### src/hw/rscc_map.svh
/*
 * register offsets, field positions, reset values and timing counts of the
 * reset-cause and chip-control block.
 * assumes an 8-bit special-function-register bus with byte addresses.
 */
// What this block does
// five reset sources: power-on, pin, software, watchdog, brown-out; each resets chip.
// all registers take reset values on any reset, except the cause flags and the cold-boot flag.
// brown-out reset sets brown-out flag, bit 2 of reset status.
// software reset sets software-reset flag, bit 0 of reset status.
// software should clear flags after reading; hardware clears them only on power-on reset.
// completed power-on reset sets cold-boot flag, bit 4 of power control.
// cold-boot flag keeps its value through every non-power-on reset.
// programming enable bit 0 is inverted: 0 enables, 1 disables.
// enabling programming starts the internal 22.1184 MHz RC oscillator.
// software returns programming enable to disabled as its last step.
// chip control is timed-access protected; bit 7 write-only, bits 6, 5, 4, 1 and 0 read/write.
// unlocked write of bit 7 causes software reset, reboot from application memory.
// writing 0 clears a cause flag; writing 1 leaves it unchanged.
`ifndef RSCC_MAP_SVH
`define RSCC_MAP_SVH

`define RSCC_ADDR_CAUSE    8'h96
`define RSCC_ADDR_CHIP     8'h9f
`define RSCC_ADDR_PWR      8'h87
`define RSCC_ADDR_UNLOCK   8'hc7

`define RSCC_UNLOCK_KEY1   8'haa
`define RSCC_UNLOCK_KEY2   8'h55

`define RSCC_CAUSE_BOR     2
`define RSCC_CAUSE_SW      0
`define RSCC_CAUSE_MASK    8'h05

`define RSCC_CH_TRIG       7
`define RSCC_CH_PFAIL      6
`define RSCC_CH_LDU        5
`define RSCC_CH_XRAM       4
`define RSCC_CH_BANK       1
`define RSCC_CH_PEN        0
`define RSCC_CH_RW_MASK    8'h73
`define RSCC_CH_RST        8'h01

`define RSCC_PC_BAUD       7
`define RSCC_PC_COLD       4
`define RSCC_PC_PDOWN      1
`define RSCC_PC_IDLE       0
`define RSCC_PC_RW_MASK    8'h8f
`define RSCC_PC_RST        8'h00

`define RSCC_CLK_HZ        20000000
`define RSCC_RC_OSC_HZ     22118400
`define RSCC_HOLD_CYC      16
`define RSCC_UNLOCK_WIN_CYC 3

`endif

### src/hw/rscc_pkg.sv
/*
 * types of the reset-cause and chip-control block.
 * assumes rscc_map.svh for all numeric constants.
 */
package rscc_pkg;

  typedef logic [7:0] rscc_byte_t;

  typedef enum logic [1:0] {
    RSCC_ST_RUN  = 2'b01,
    RSCC_ST_HOLD = 2'b10
  } rscc_state_t;

endpackage

### src/hw/rscc_top.sv
/*
 * reset sequencer with reset-cause flags, power control and the
 * timed-access protected chip control register.
 * assumes a synchronous special-function-register bus on i_mclk and reset
 * requests from detectors that are already synchronous; i_srst is the
 * power-on reset.
 */
`timescale 1ns/1ns
`include "rscc_map.svh"

module rscc_top (
  input  wire logic             i_mclk,
  input  wire logic             i_srst,
  input  wire logic             i_pin_rst,
  input  wire logic             i_wdt_rst,
  input  wire logic             i_bor_rst,
  input  wire logic             i_prog_fail,
  input  wire logic [7:0]       i_sfr_addr,
  input  wire rscc_pkg::rscc_byte_t i_sfr_wdata,
  input  wire logic             i_sfr_wr,
  input  wire logic             i_sfr_rd,
  output logic                  o_sfr_rdata_vld,
  output rscc_pkg::rscc_byte_t  o_sfr_rdata,
  output logic                  o_chip_rst,
  output logic                  o_boot_app,
  output logic                  o_rc_osc_en,
  output logic                  o_boot_bank_select,
  output logic                  o_ext_ram_enable,
  output logic                  o_loader_update_enable,
  output logic                  o_baud_double,
  output logic                  o_idle_request,
  output logic                  o_power_down_request
);
  import rscc_pkg::*;

  localparam logic [4:0] HOLD_CYC = 5'(`RSCC_HOLD_CYC);
  localparam logic [1:0] UNLOCK_WIN = 2'(`RSCC_UNLOCK_WIN_CYC);

  function automatic logic sfr_hit(input logic [7:0] a,
                                   input logic [7:0] off);
    sfr_hit = (a == off);
  endfunction

  rscc_state_t state_q;
  logic [4:0]  hold_cnt_q;
  logic        key1_q;
  logic [1:0]  unlock_win_q;
  logic        bor_flag_q;
  logic        sw_flag_q;
  logic        cold_q;
  rscc_byte_t  chip_q;
  rscc_byte_t  pwr_q;
  rscc_byte_t  rdata_q;
  logic        rvld_q;
  logic        boot_app_q;

  logic wr_en;
  logic wr_cause;
  logic wr_chip;
  logic wr_pwr;
  logic wr_unlock;
  logic unlock_open;
  logic sw_rst_req;
  logic any_warm;

  // the cpu is held in reset while o_chip_rst is high, so writes then are void
  assign wr_en       = i_sfr_wr && (state_q == RSCC_ST_RUN);
  assign wr_cause    = wr_en && sfr_hit(i_sfr_addr, `RSCC_ADDR_CAUSE);
  assign wr_chip     = wr_en && sfr_hit(i_sfr_addr, `RSCC_ADDR_CHIP);
  assign wr_pwr      = wr_en && sfr_hit(i_sfr_addr, `RSCC_ADDR_PWR);
  assign wr_unlock   = wr_en && sfr_hit(i_sfr_addr, `RSCC_ADDR_UNLOCK);
  assign unlock_open = (unlock_win_q != 2'h0);
  assign sw_rst_req  = wr_chip && unlock_open &&
                       i_sfr_wdata[`RSCC_CH_TRIG];
  // pin, watchdog and brown-out requests are honoured even mid-hold
  assign any_warm = i_pin_rst || i_wdt_rst || i_bor_rst || sw_rst_req;

  // reset sequencer: every source stretches into one chip-wide reset pulse
  always_ff @(posedge i_mclk) begin
    if (i_srst) begin
      state_q    <= RSCC_ST_HOLD;
      hold_cnt_q <= HOLD_CYC;
    end else if (any_warm) begin
      state_q    <= RSCC_ST_HOLD;
      hold_cnt_q <= HOLD_CYC;
    end else begin
      case (state_q)
        RSCC_ST_RUN: begin
          hold_cnt_q <= 5'h00;
        end
        RSCC_ST_HOLD: begin
          if (hold_cnt_q == 5'h01) begin
            state_q <= RSCC_ST_RUN;
          end
          hold_cnt_q <= hold_cnt_q - 5'h01;
        end
        default: begin
          state_q    <= RSCC_ST_HOLD;
          hold_cnt_q <= HOLD_CYC;
        end
      endcase
    end
  end

  // software reset reboots from application memory: flag the boot target
  always_ff @(posedge i_mclk) begin
    if (i_srst || i_pin_rst || i_wdt_rst || i_bor_rst) begin
      boot_app_q <= 1'b0;
    end else if (sw_rst_req) begin
      boot_app_q <= 1'b1;
    end else if (state_q == RSCC_ST_RUN) begin
      boot_app_q <= 1'b0;
    end
  end

  // timed access: key1 then key2 opens a short window for one write
  // key1 is kept until the next unlock write, so bus traffic to other
  // registers between the two keys does not spoil the sequence
  always_ff @(posedge i_mclk) begin
    if (i_srst || any_warm) begin
      key1_q       <= 1'b0;
      unlock_win_q <= 2'h0;
    end else if (wr_unlock) begin
      key1_q <= (i_sfr_wdata == `RSCC_UNLOCK_KEY1) && !key1_q;
      if (key1_q && (i_sfr_wdata == `RSCC_UNLOCK_KEY2)) begin
        unlock_win_q <= UNLOCK_WIN;
      end else begin
        unlock_win_q <= 2'h0;
      end
    end else if (wr_chip) begin
      unlock_win_q <= 2'h0;
    end else if (unlock_open) begin
      unlock_win_q <= unlock_win_q - 2'h1;
    end
  end

  // cause flags survive warm resets; a set in the clearing cycle wins
  always_ff @(posedge i_mclk) begin
    if (i_srst) begin
      bor_flag_q <= 1'b0;
      sw_flag_q  <= 1'b0;
    end else begin
      if (i_bor_rst) begin
        bor_flag_q <= 1'b1;
      end else if (wr_cause) begin
        bor_flag_q <= bor_flag_q & i_sfr_wdata[`RSCC_CAUSE_BOR];
      end
      if (sw_rst_req) begin
        sw_flag_q <= 1'b1;
      end else if (wr_cause) begin
        sw_flag_q <= sw_flag_q & i_sfr_wdata[`RSCC_CAUSE_SW];
      end
    end
  end

  // cold-boot flag: only power-on sets it, nothing but software clears it
  always_ff @(posedge i_mclk) begin
    if (i_srst) begin
      cold_q <= 1'b1;
    end else if (wr_pwr) begin
      cold_q <= cold_q & i_sfr_wdata[`RSCC_PC_COLD];
    end
  end

  // chip control: protected, and reset to programming disabled
  always_ff @(posedge i_mclk) begin
    if (i_srst || any_warm) begin
      chip_q <= `RSCC_CH_RST;
    end else begin
      if (wr_chip && unlock_open) begin
        chip_q <= i_sfr_wdata & `RSCC_CH_RW_MASK;
      end
      // a fail pulse in the cycle of a write still sets the flag
      if (i_prog_fail) begin
        chip_q[`RSCC_CH_PFAIL] <= 1'b1;
      end
    end
  end

  // power control: plain read/write bits, reset by any source
  always_ff @(posedge i_mclk) begin
    if (i_srst || any_warm) begin
      pwr_q <= `RSCC_PC_RST;
    end else if (wr_pwr) begin
      pwr_q <= i_sfr_wdata & `RSCC_PC_RW_MASK;
    end
  end

  // registered read answer, one cycle after i_sfr_rd
  always_ff @(posedge i_mclk) begin
    if (i_srst) begin
      rdata_q <= 8'h00;
      rvld_q  <= 1'b0;
    end else begin
      rvld_q <= i_sfr_rd;
      if (!i_sfr_rd) begin
        rdata_q <= rdata_q;
      end else if (sfr_hit(i_sfr_addr, `RSCC_ADDR_CAUSE)) begin
        rdata_q <= {5'h00, bor_flag_q, 1'b0, sw_flag_q};
      end else if (sfr_hit(i_sfr_addr, `RSCC_ADDR_CHIP)) begin
        rdata_q <= chip_q & `RSCC_CH_RW_MASK;
      end else if (sfr_hit(i_sfr_addr, `RSCC_ADDR_PWR)) begin
        rdata_q <= {pwr_q[7:5], cold_q, pwr_q[3:0]};
      end else begin
        rdata_q <= 8'h00;
      end
    end
  end

  assign o_sfr_rdata_vld        = rvld_q;
  assign o_sfr_rdata            = rdata_q;
  assign o_chip_rst             = (state_q != RSCC_ST_RUN);
  assign o_boot_app             = boot_app_q;
  // inverted enable; oscillator runs only while programming is enabled
  assign o_rc_osc_en            = !chip_q[`RSCC_CH_PEN];
  assign o_boot_bank_select     = chip_q[`RSCC_CH_BANK];
  assign o_ext_ram_enable       = chip_q[`RSCC_CH_XRAM];
  assign o_loader_update_enable = chip_q[`RSCC_CH_LDU];
  assign o_baud_double          = pwr_q[`RSCC_PC_BAUD];
  assign o_idle_request         = pwr_q[`RSCC_PC_IDLE];
  assign o_power_down_request   = pwr_q[`RSCC_PC_PDOWN];

endmodule // rscc_top
### config.mk
export PLATFORM = sky130hd
export DESIGN_NAME = rscc_top
export DESIGN_NICKNAME = d
export VERILOG_FILES = /design/src/hw/rscc_pkg.sv /design/src/hw/rscc_top.sv
export VERILOG_INCLUDE_DIRS = /design/src /design/src/hw
export SDC_FILE = /design/constraint.sdc
export NUM_CORES = 1
export LEC_CHECK = 0
export ABC_AREA = 1
export BUFFER_PORTS_ARGS = -buffer_cell sky130_fd_sc_hd__buf_2
export CORE_ASPECT_RATIO = 0.8
export CORE_MARGIN = 5
export CORE_UTILIZATION = 40
export CTS_CLUSTER_SIZE = 25
export DETAILED_ROUTE_END_ITERATION = 6
export REMOVE_ABC_BUFFERS = 1
export SLEW_MARGIN = 25
export SYNTH_ARGS = -nofsm -noshare
export SYNTH_HDL_FRONTEND = slang
export SYNTH_SLANG_ARGS = --single-unit
### constraint.sdc
create_clock -name i_mclk -period 4.4 [get_ports i_mclk]
set_input_delay 0.22 -clock i_mclk [delete_from_list [all_inputs] [get_ports i_mclk]]
set_output_delay 0.22 -clock i_mclk [all_outputs]
set_load 0.02 [all_outputs]
-- After elaboration in Yosys (flattened, before gate mapping)
Index checks and enable logic that the tools add are counted.
- register bits: 33
- memory bits (read-only): 0
- bits in latches: 0
- bits of input ports: 24
- RAM bits: 0
- memories kept: 0
- output and inout port bits: 18
- word-level logic and storage cells: 74
- shift-type cells: 0
- equal/unequal tests: 11
- order comparisons: 0
- bitwise operators: 4
- $mul: 0
- muxes and demuxes: 18
- reductions and logical operators: 26
- add/sub/neg operators: 2
- divide/modulo/power cells: 0
- operator list (kind ; number):
    8-bit == test, second input constant ; 5
    8-bit two-way mux ; 3
    2-bit two-way mux ; 5
    5-bit one-hot mux with 2 select lines ; 1
    2-bit nonzero test ; 5
    1-bit logical AND ; 9
    8-bit by 7-bit == test with 1-bit output, second input constant ; 1
    1-bit logical OR ; 7
    1-bit two-way mux ; 7
    7-bit two-way mux ; 1
    5-bit by 1-bit == test with 1-bit output, second input constant ; 1
    5-bit by 1-bit subtractor with 5-bit output, second input constant ; 1
    2-bit one-hot mux with 2 select lines ; 1
    1-bit bitwise AND ; 3
    3-bit nonzero test ; 1
    2-bit by 1-bit == test with 1-bit output, second input constant ; 1
    2-bit == test, second input constant ; 1
    1-bit zero test ; 2
    2-bit by 1-bit != test with 1-bit output, second input constant ; 1
    2-bit != test, second input constant ; 1
    2-bit AND reduction ; 1
    2-bit OR reduction ; 1
    2-bit by 1-bit subtractor with 2-bit output, second input constant ; 1
    1-bit NOT ; 1

-- Logic depth before layout (Yosys ltp)
Gate-level depths: netlist of run 1.
- depth in word-level cells: 7
- mapped depth: 10
- depth with buffers taken out: 10

-- Worst setup path before layout of run 1
Ideal clock, no wire load.
- path kind: register to register
- start: register state_q[1]
- end: register chip_q[1]
- clock period less this slack: 1.407 ns
- library setup time: 0.114 ns
- buffers on the path: 1
- stages on the path, launching flop included: 11
- slack: 2.993 ns
- arrival time: 1.293 ns
- data required time: 4.286 ns
- cells stage by stage: dfxtp_1 -> inv_1 -> ha_1 -> nand2_2 -> clkinv_2 -> nand3_4 -> nor2_8 -> nand2_4 -> nand2_4 -> buf_8 -> a21oi_2
- word-level cells in the longest chain between the ends: 7
- ends and longest elaborated chain (element ; RTL line ; text):
    from (decl) ; rscc_top.sv:44 ; rscc_state_t state_q;
    from (signal assigned) ; rscc_top.sv:81 ; state_q <= RSCC_ST_HOLD;
    from (signal assigned) ; rscc_top.sv:84 ; state_q <= RSCC_ST_HOLD;
    from (signal assigned) ; rscc_top.sv:93 ; state_q <= RSCC_ST_RUN;
    2-bit by 1-bit == test with 1-bit output (*) ; rscc_top.sv:67 ; assign wr_en = i_sfr_wr && (state_q == RSCC_ST_RUN);
    1-bit logical AND (*) ; rscc_top.sv:67 ;
    1-bit logical AND (*) ; rscc_top.sv:69 ; assign wr_chip = wr_en && sfr_hit(i_sfr_addr, `RSCC_ADDR_CHIP);
    1-bit logical AND (*) ; rscc_top.sv:73, rscc_top.sv:170 ;
    1-bit logical AND ; rscc_top.sv:73 ; assign sw_rst_req = wr_chip && unlock_open &&
    1-bit logical OR ; rscc_top.sv:76 ; assign any_warm = i_pin_rst || i_wdt_rst || i_bor_rst || sw_rst_req;
    1-bit logical OR ; rscc_top.sv:167 ; if (i_srst || any_warm) begin
    to (signal assigned) ; rscc_top.sv:168 ; chip_q <= `RSCC_CH_RST;
    to (signal assigned) ; rscc_top.sv:171 ; chip_q <= i_sfr_wdata & `RSCC_CH_RW_MASK;
    to (decl) ; rscc_top.sv:51 ; rscc_byte_t chip_q;
Mark *: on every way between the ends. The rest lies on a longest branch, timed or not.
A chain may end at the register's enable or synchronous reset.

-- Worst setup path in the final report of run 1
- start: register state_q[1]
- end: register hold_cnt_q[4]
- word-level cells in the longest chain between the ends: 7
- elaborated cells between the ends (all ways): 9
- classes of those cells: eq/ne (2); mux (1); reduce/logical (6)
- ends and longest elaborated chain (element ; RTL line ; text):
    2-bit by 1-bit == test with 1-bit output ; rscc_top.sv:67, rscc_top.sv:87 ;
    1-bit logical AND ; rscc_top.sv:67 ;
    1-bit logical AND ; rscc_top.sv:69 ;
    1-bit logical AND (2 in a row) ; rscc_top.sv:73 ;
    1-bit logical OR ; rscc_top.sv:76 ;
    2-bit OR reduction (no line) ; -- ;
    to (signal assigned) ; rscc_top.sv:95 ; hold_cnt_q <= hold_cnt_q - 5'h01;
    to (decl) ; rscc_top.sv:45 ; logic [4:0] hold_cnt_q;
Several ways; a longest one is shown, not always the timed one.

==> results of run 1 <==
per-layer routing:
metal,share of wire (%),up-vias
met2,42,39
met4,1.2,0
met1,50,660
li1,-,834
met5,0,-
met3,6.2,6
placed cells by master (no fill, tap or decap), types with 5 or more instances in the layout:
cell and instances:
dfxtp_1 33, nand3_1 14, a21oi_2 9, buf_2 41, nand4_1 5, nor2_1 30, a21oi_1 11, nand2_1 70
clkbuf_8 7, ha_1 5, inv_1 27
logic make-up (layout without fill, tap and decap cells):
logic type,after synthesis,after routing
and+or+nand+nor,142,142
DFF,33,33
buffers and inverters,33,79
AOI/OAI and AO/OA,23,23
adders and majority gates,5,5
xor gates and xnor gates,2,2
final timing paths:
check | to | slack (ns) | cells past startpoint
worst max register to register | hold_cnt_q[4] | 2.72 | 10
worst max-delay path | hold_cnt_q[4] | 2.72 | 10
worst min-delay path | cold_q | 0.21 | 3
worst min register to register | o_sfr_rdata[7] | 0.46 | 2
final cells by class:
cell class                 instances  area, um2  area share, %
clock buffer                       7       96.3           4.67
tap                               57       71.3           3.46
sequential                        33        661           32.0
multi-input combinational        172        910           44.1
timing repair buffer              41        205           9.95
inverter                          30        114           5.52
clock inverter                     1       5.00          0.243
sequential cells by signal, indices dropped and copies added, names as in the netlist:
signal / cells
state_q: 2
o_boot_app: 1
o_sfr_rdata: 8
sw_flag_q: 1
key1_q: 1
chip_q: 5
unlock_win_q: 2
o_sfr_rdata_vld: 1
hold_cnt_q: 5
bor_flag_q: 1
cold_q: 1
pwr_q: 5
stage by stage:
stage | utilization, % | instance area (um2)
CTS | 49.7 | 2060
detailed placement | 47.2 | 1960
finish | 49.7 | 2060
global route | 49.7 | 2060
global placement | 47.2 | 1960
floorplan | - | 1680
worst reg2reg max path, stage by stage, from the launching register on:
cell and delay [ns]:
dfxtp_1 0.35, inv_1 0.05, ha_1 0.23, nand2_2 0.12
clkinv_2 0.13, nand3_4 0.16, nor2_8 0.06, nand2_4 0.09
nand2_4 0.12, nor2_1 0.17, nand2_1 0.07
power groups by stage:
stage          registers (W)  logic (W)  clock network (W)
2_1_floorplan       0.000311  0.0000211                  0
3_5_place_dp        0.000310  0.0000448                  0
3_3_place_gp        0.000310  0.0000449                  0
6_report            0.000303  0.0000448           0.000248
5_1_grt             0.000303  0.0000506           0.000273
4_1_cts             0.000303  0.0000450           0.000258
==> flow_summary.toml, run 1 <==
[outcome]
run_status = "complete, no violations"

[logic_synthesis]
syn-cell-area_um2 = 1710
synthAdderAreaFrac_pct = 3.66
syn_avg_cell_area_um2 = 7.18
synth_xor_area_share_pct = 1.03
synth_cell_type_count = 29
ys.flop_type = "dfxtp_1"
synth_top_family_by_area = "simple AND/OR/NAND/NOR gates"
yosysSeqAreaShare_pct = 38.7
yosysTopAreaCell = "dfxtp_1"
synthMostInstantiatedCell = "nand2_1"
muxShareOfSynthArea_pct = 0
synth_edf_count = 0
synthCells = 238
synthArstFlopShare_pct = 0
synth_area_leaders = "dfxtp_1, nand2_1, nor2_1"
yosys.area_share.simple_pct = 39.9
synth-compound-area-share_pct = 8.72
synth_top_cell_area_share_pct = 38.7
synth_commonest_cells = "nand2_1, dfxtp_1, nor2_1"
synth-seq-cells = 33
yosys_warnings = 0

[detailed_routing]
drt-pass1-iter-count = 4
drc = 0
drtIter0Drc = 79
drt_wl_total_um = 3910
avgRoutedWirePerCell_um = 11.5
via_per_inst = 4.51
final_antenna_net_count = 0
vias = 1539

[power]
power_density_nw_per_um2 = 289
switching_share_pct = 22.9
ir_drop_mv = 0.191
power.share.combinational_pct = 7.5
internal_power_w = 0.000460
power.share.sequential_pct = 50.8
clkPwrFrac_pct = 41.6
power.switching_w = 0.000137
p_leak_nw = 0.986
power_w = 0.000596

[floorplan]
io_pins = 42
rows = 21
fp.dieH_um = 68.4
die_x_um = 83.1
initial_core_util_pct = 41.1
die_area_um2 = 5680
core_area_um2 = 4150

[worst_setup_path]
cp-end-kind = "flop"
cp_num_buf_inv = 2
critPathLaunchType = "flop"
r2r-start = "state_q[1]"
cp_cell_sequence = "inv_1 > ha_1 > nand2_2 > clkinv_2 > nand3_4 > nor2_8 > nand2_4 > nand2_4 > nor2_1 > nand2_1"
cpLargestDelayFamily = "simple AND/OR/NAND/NOR gates"
worstPathRequired_ns = 4.57
crit_type = "flop to flop"
cp_common_cell = "nand2_4"
cp_max_fo = 11
critPathSlowestCell = "dfxtp_1"
arrival_ns = 1.85
startpoint = "state_q[1]"
cpPeakStageDelay_ns = 0.35

[placed_design]
hpwlAfterDp_um = 3100
place_ws_ns = 2.75
place_inst = 333
io_buffers = 41
place.gp.congestion = 0.782

[sta]
max_slew_margin_pct = 79.4
fin_hold_ws_ns = 0.207
setup_tns_ns = 0
timing.final.ws_setup_ns = 2.72
final_hold_viol_count = 0
max_freq_mhz = 596
slew_violations = 0
skew_ns = 0.00747
rsz0062_at_grt = "no"
final.period_utilization_pct = 38.1
setup_viol = 0
tightest_slew_ns = 0.308
period_minus_slack_ns = 1.68

[worst_hold_path]
hp-start = "i_sfr_wdata[4]"
hold_class = "primary input to flop"

[cells_and_area]
antennaDiodeCount = 0
drive_above_1_share_pct = 27.1
num-fill-cells = 463
layoutNonFillerInstCount = 341
area_delta_synth_final_pct = 20.7
fin_nets = 312

[clock_tree]
insertion_delay_ns = 0.29
post-cts-setup-buffers = 0
path_clk_slew_ns = 0.07
cts-root-buf = "clkbuf_8"
post_cts_resized = 0
cts_max_level = 2
cts_max_path_buffers = 2
cts_sinks = 33
cts.hold.buffers_added = 0
cts_buffers = 5
cts_tree = "built"

[job]
maxCapViolCount = 0

[grt]
grtUsageTotal_pct = 14.5
grt_pass1_wl_um = 6430
grtUsageMet2_pct = 23.3
antenna_found_initial = 0
grt_max_degree = 14
use_met1_pct = 18.7
grt-busiest-layer = "met2"
first_global_vias = 1393
use_met3_pct = 4.81
grt_overflow_total = 0
Power figures use the tool's default switching activity.
==> run 2: changes to the inputs <==
==> constraint.sdc (replaced) <==
create_clock -name i_mclk -period 1.7 [get_ports i_mclk]
set_input_delay 0.085 -clock i_mclk [delete_from_list [all_inputs] [get_ports i_mclk]]
set_output_delay 0.085 -clock i_mclk [all_outputs]
set_load 0.02 [all_outputs]
==> run 2 against run 1 <==
Against the previous run:
- die area unchanged
- clock skew decreased by 0.0037 ns
- via count decreased by 1.3%
- combinational power increased to 2.6 times the previous value
- total power increased to 2.8 times the previous value
- worst setup slack got worse by 2.6 ns
- non-clock buffer count increased by 2
- count of clock-buffer cells in the layout unchanged
- largest cell class unchanged
- largest power group unchanged
==> flow_summary.toml, run 2 (synthesized netlist as in run 1, its figures left out) <==
[sta]
period_minus_slack_ns = 1.54
rsz0062_at_grt = "no"
slew_violations = 0
final.period_utilization_pct = 90.8
final_hold_viol_count = 0
skew_ns = 0.00373
max_slew_margin_pct = 79.6
setup_tns_ns = 0
tightest_slew_ns = 0.307
max_freq_mhz = 647
setup_viol = 0

[clock_tree]
cts_sinks = 33
post-cts-setup-buffers = 0
path_clk_slew_ns = 0.07
cts_tree = "built"
cts-root-buf = "clkbuf_8"
cts_max_path_buffers = 2
cts_max_level = 2
insertion_delay_ns = 0.28
cts_buffers = 5

[power]
power.share.sequential_pct = 47.6
ir_drop_mv = 0.500
switching_share_pct = 21.0
clkPwrFrac_pct = 45.3
power.share.combinational_pct = 7.1
internal_power_w = 0.00130
power_w = 0.00165
power.switching_w = 0.000345
p_leak_nw = 1.00
power_density_nw_per_um2 = 784

[outcome]
run_status = "complete, no violations"

[grt]
antenna_found_initial = 0
grt_pass1_wl_um = 6700
grt_max_degree = 14
grt_overflow_total = 0
grtUsageTotal_pct = 15.0
first_global_vias = 1472

[worst_setup_path]
cp_cell_sequence = "inv_1 > ha_1 > nand2_2 > inv_4 > nand3_4 > nor2_8 > nand2_4 > nand2_8 > nor2_1 > nand2_1"
rrSetupSlack_ns = 0.16
crit_type = "flop to flop"
r2r-start = "state_q[1]"
worstPathRequired_ns = 1.87
rr_endpoint = "state_q[1]"
cp_max_fo = 11
cp_num_buf_inv = 2
cpPeakStageDelay_ns = 0.36
reg2reg_depth = 10
cpLargestDelayFamily = "simple AND/OR/NAND/NOR gates"
arrival_ns = 1.71
critPathSlowestCell = "dfxtp_1"
critPathLaunchType = "flop"
cp-end-kind = "flop"

[floorplan]
fp.dieH_um = 68.4
io_pins = 42
rows = 21
die_area_um2 = 5680
die_x_um = 83.1
core_area_um2 = 4150
initial_core_util_pct = 41.1

[cells_and_area]
multi_input_area_um2 = 918
layout_common_cells = "nand2_1, buf_2, dfxtp_1"
fin_nets = 314
final_common_cell = "nand2_1"
num-fill-cells = 440
regArea_um2 = 661
largest_register_ffs = 8
antennaDiodeCount = 0
area_delta_synth_final_pct = 23.1
drive_above_1_share_pct = 27.3

[worst_hold_path]
hold-path-endpoint = "bor_flag_q"
hold_class = "primary input to flop"
hp-start = "i_bor_rst"
holdPathStages = 3

[detailed_routing]
drc = 0
via_per_inst = 4.43
vias = 1519
final_antenna_net_count = 0
drt-pass1-iter-count = 4
drtIter0Drc = 93
avgRoutedWirePerCell_um = 11.3
drt_wl_total_um = 3870

[job]
maxCapViolCount = 0

[placed_design]
place.gp.congestion = 0.778
io_buffers = 41
hpwlAfterDp_um = 3130
## run 2: repair_timing
action                     CTS  global route
gates resized for setup      0             2
hold buffers                 0             0
setup endpoints to repair    0             5
## run 2: per-stage QoR
step           instance area (um2)  utilization [%]  instances  setup WS, ns  hold slack [ns]
6_report                      2100             50.6        343         0.156           0.0647
5_1_grt                       2100             50.6        343        0.0247           0.0723
4_1_cts                       2090             50.4        343        0.0589           0.0589
3_5_place_dp                  1980             47.6        335        0.0837            0.361
3_3_place_gp                  1980             47.6        335         0.126            0.361
2_1_floorplan                 1680                -        235         0.245            0.154
## run 2: worst max path at each step
| stage | start | endpoint | slack [ns] | depth (start not counted) |
|---|---|---|---|---|
| after detailed placement | state_q[1] | hold_cnt_q[4] | 0.08 | 10 |
| after CTS | state_q[1] | state_q[1] | 0.06 | 10 |
| after global placement | state_q[1] | hold_cnt_q[4] | 0.13 | 10 |
| final | state_q[1] | state_q[1] | 0.16 | 10 |
| after global routing | state_q[1] | state_q[1] | 0.02 | 10 |
| after floorplan | state_q[1] | hold_cnt_q[4] | 0.24 | 10 |
## run 2: routing by layer
metal / track usage (%) / wire, um
met5: 0 / 0
met4: 5.51 / 40
met3: 5.17 / 204
met2: 22.8 / 1630
met1: 19.7 / 2000
## run 2: power by group through the flow
stage | registers [W] | clock network, W | logic, W
finish | 0.000785 | 0.000746 | 0.000117
detailed placement | 0.000802 | 0 | 0.000117
global route | 0.000785 | 0.000809 | 0.000132
CTS | 0.000784 | 0.000770 | 0.000118
global placement | 0.000802 | 0 | 0.000117
floorplan | 0.000805 | 0 | 0.0000546
## run 2: worst reg2reg max path: cells and delay by family (launching register included)
family        cells  cell delay [ns]
simple gates      7             0.73
fa+ha+maj         1             0.23
flops             1             0.36
buf+inv           2             0.12
## run 2: layout make-up
cell class / count / area share, %
clock inverters: 1 / 1.43
well taps: 57 / 3.39
multi-input cells: 172 / 43.7
inverters: 30 / 5.48
clock buffers: 7 / 4.11
flip-flops and latches: 33 / 31.4
repair buffers: 43 / 10.5
==> run 3: changes to the inputs <==
--- a/config.mk
+++ b/config.mk
@@ -13,6 +13,7 @@
 export CORE_UTILIZATION = 40
 export CTS_CLUSTER_SIZE = 25
 export DETAILED_ROUTE_END_ITERATION = 6
+export PLACE_DENSITY = 0.71
 export REMOVE_ABC_BUFFERS = 1
 export SLEW_MARGIN = 25
 export SYNTH_ARGS = -nofsm -noshare
==> run 3 against run 2 <==
Against the previous run:
- total power grew 8.3%
- first-iteration DRC count shrank 19%
- global-route usage shrank 0.18 points
- final area grew 1.7%
- die area unchanged
- critical path depth stayed put
- clock power rose by 18%
- non-clock buffer count is 2 higher
- routed wire length increased by 5.5%
- highest routed layer unchanged
==> flow_summary.toml, run 3 (synthesized netlist as in run 1, its figures left out) <==
[worst_hold_path]
hp-start = "i_sfr_wdata[4]"
hold-path-endpoint = "cold_q"
holdPathStages = 3
hold_class = "primary input to flop"

[sta]
skew_ns = 0.00439
final_hold_viol_count = 0
rsz0062_at_grt = "no"
period_minus_slack_ns = 1.53
max_freq_mhz = 654
tightest_slew_ns = 0.292
fin_hold_ws_ns = 0.0720
slew_violations = 0
final.period_utilization_pct = 90.0
setup_tns_ns = 0
setup_viol = 0
max_slew_margin_pct = 80.5

[worst_setup_path]
crit_type = "flop to flop"
cp_num_buf_inv = 2
worstPathRequired_ns = 1.93
cp_max_fo = 11
critPathLaunchType = "flop"
critPathSlowestCell = "dfxtp_1"
cp_cell_sequence = "inv_1 > ha_1 > nand2_2 > inv_4 > nand3_4 > nor2_8 > nand2_4 > nand2_8 > nor2_2 > nand2_1"
cp-end-kind = "flop"
rrSetupSlack_ns = 0.17
reg2reg_depth = 10
arrival_ns = 1.76
cpPeakStageDelay_ns = 0.33
r2r-start = "state_q[1]"
rr_endpoint = "hold_cnt_q[4]"
cpLargestDelayFamily = "simple AND/OR/NAND/NOR gates"

[cells_and_area]
area_delta_synth_final_pct = 25.1
finish.utilization_pct = 51.5
final_common_cell = "nand2_1"
layout_common_cells = "nand2_1, buf_2, dfxtp_1"
drive_above_1_share_pct = 28.5
num-fill-cells = 428
fin_nets = 316
antennaDiodeCount = 0
largest_register_ffs = 8

[floorplan]
core_area_um2 = 4150
die_x_um = 83.1
die_area_um2 = 5680
initial_core_util_pct = 41.1
io_pins = 42
rows = 21
fp.dieH_um = 68.4

[detailed_routing]
drc = 0
dr.max_layer_used = "met4"
final_antenna_net_count = 0
wl_met1_um = 1900
dr_wl_met2_um = 1910
wl_met3_um = 194
drt_wl_total_um = 4080
via_per_inst = 4.68
vias = 1615
avgRoutedWirePerCell_um = 11.8
drt-pass1-iter-count = 4
drtIter0Drc = 75

[placed_design]
io_buffers = 41
hpwlAfterDp_um = 3170
place.gp.congestion = 0.836

[grt]
grt_overflow_total = 0
antenna_found_initial = 0
first_global_vias = 1480
grtUsageTotal_pct = 14.8
grt_pass1_wl_um = 6600
grt_max_degree = 13

[clock_tree]
cts.hold.buffers_added = 0
cts_tree = "built"
cts-root-buf = "clkbuf_8"
insertion_delay_ns = 0.28
cts_max_path_buffers = 2
cts_sinks = 33
path_clk_slew_ns = 0.07
cts_max_level = 2
cts_buffers = 5

[power]
ir_drop_mv = 0.516
power.share.sequential_pct = 44.0
switching_share_pct = 21.0
power.share.combinational_pct = 6.8
clkPwrFrac_pct = 49.3
internal_power_w = 0.00141
p_leak_nw = 1.02
power.switching_w = 0.000375
power_density_nw_per_um2 = 835

[job]
maxCapViolCount = 0

[outcome]
run_status = "complete, no violations"
run 3: power by group through the flow:
stage / clock [W] / sequential [W] / combinational [W]
2_1_floorplan: 0 / 0.000805 / 0.0000546
3_3_place_gp: 0 / 0.000802 / 0.000118
3_5_place_dp: 0 / 0.000802 / 0.000118
4_1_cts: 0.000894 / 0.000784 / 0.000119
5_1_grt: 0.000927 / 0.000785 / 0.000134
6_report: 0.000879 / 0.000784 / 0.000121
run 3: worst max-delay path by stage:
stage,endpoint,cells past startpoint,start
3_3_place_gp,state_q[1],10,state_q[1]
4_1_cts,state_q[1],10,state_q[1]
6_report,hold_cnt_q[4],10,state_q[1]
2_1_floorplan,hold_cnt_q[4],10,state_q[1]
5_1_grt,state_q[1],10,state_q[1]
3_5_place_dp,hold_cnt_q[4],10,state_q[1]
run 3: what timing repair did:
action	CTS	global route
resized for setup	0	3
buffers inserted	0	0
setup endpoints to repair	0	9
run 3: area by class of cell:
| class | count | area (um2) | area share (%) |
|---|---|---|---|
| Clock buffer | 5 | 68.8 | 3.22 |
| Clock inverter | 3 | 65.1 | 3.04 |
| Inverter | 30 | 115 | 5.39 |
| Multi-Input combinational cell | 172 | 921 | 43.1 |
| Sequential cell | 33 | 661 | 30.9 |
| Tap cell | 57 | 71.3 | 3.34 |
| Timing Repair Buffer | 45 | 235 | 11.0 |
run 3: through the flow:
| step | area (um2) | instances | power [W] | worst slack (ns) |
|---|---|---|---|---|
| finish | 2140 | 345 | 0.00178 | 0.170 |
| global placement | 1990 | 337 | 0.000920 | 0.158 |
| global route | 2140 | 345 | 0.00185 | 0.0488 |
| floorplan | 1680 | 235 | 0.000859 | 0.245 |
| detailed placement | 1990 | 337 | 0.000921 | 0.0551 |
| CTS | 2120 | 345 | 0.00180 | 0.0414 |
run 3: metal layers:
metal | vias up | global-route usage (%)
met5 | - | 0
met4 | 0 | 5.51
met3 | 8 | 4.81
met2 | 32 | 24.8
met1 | 730 | 17.9
li1 | 845 | -
run 3: worst min-delay path, cell delays in order:
cell and delay (ns):
buf_2 0.12, o21ai_1 0.07, nand2_1 0.05
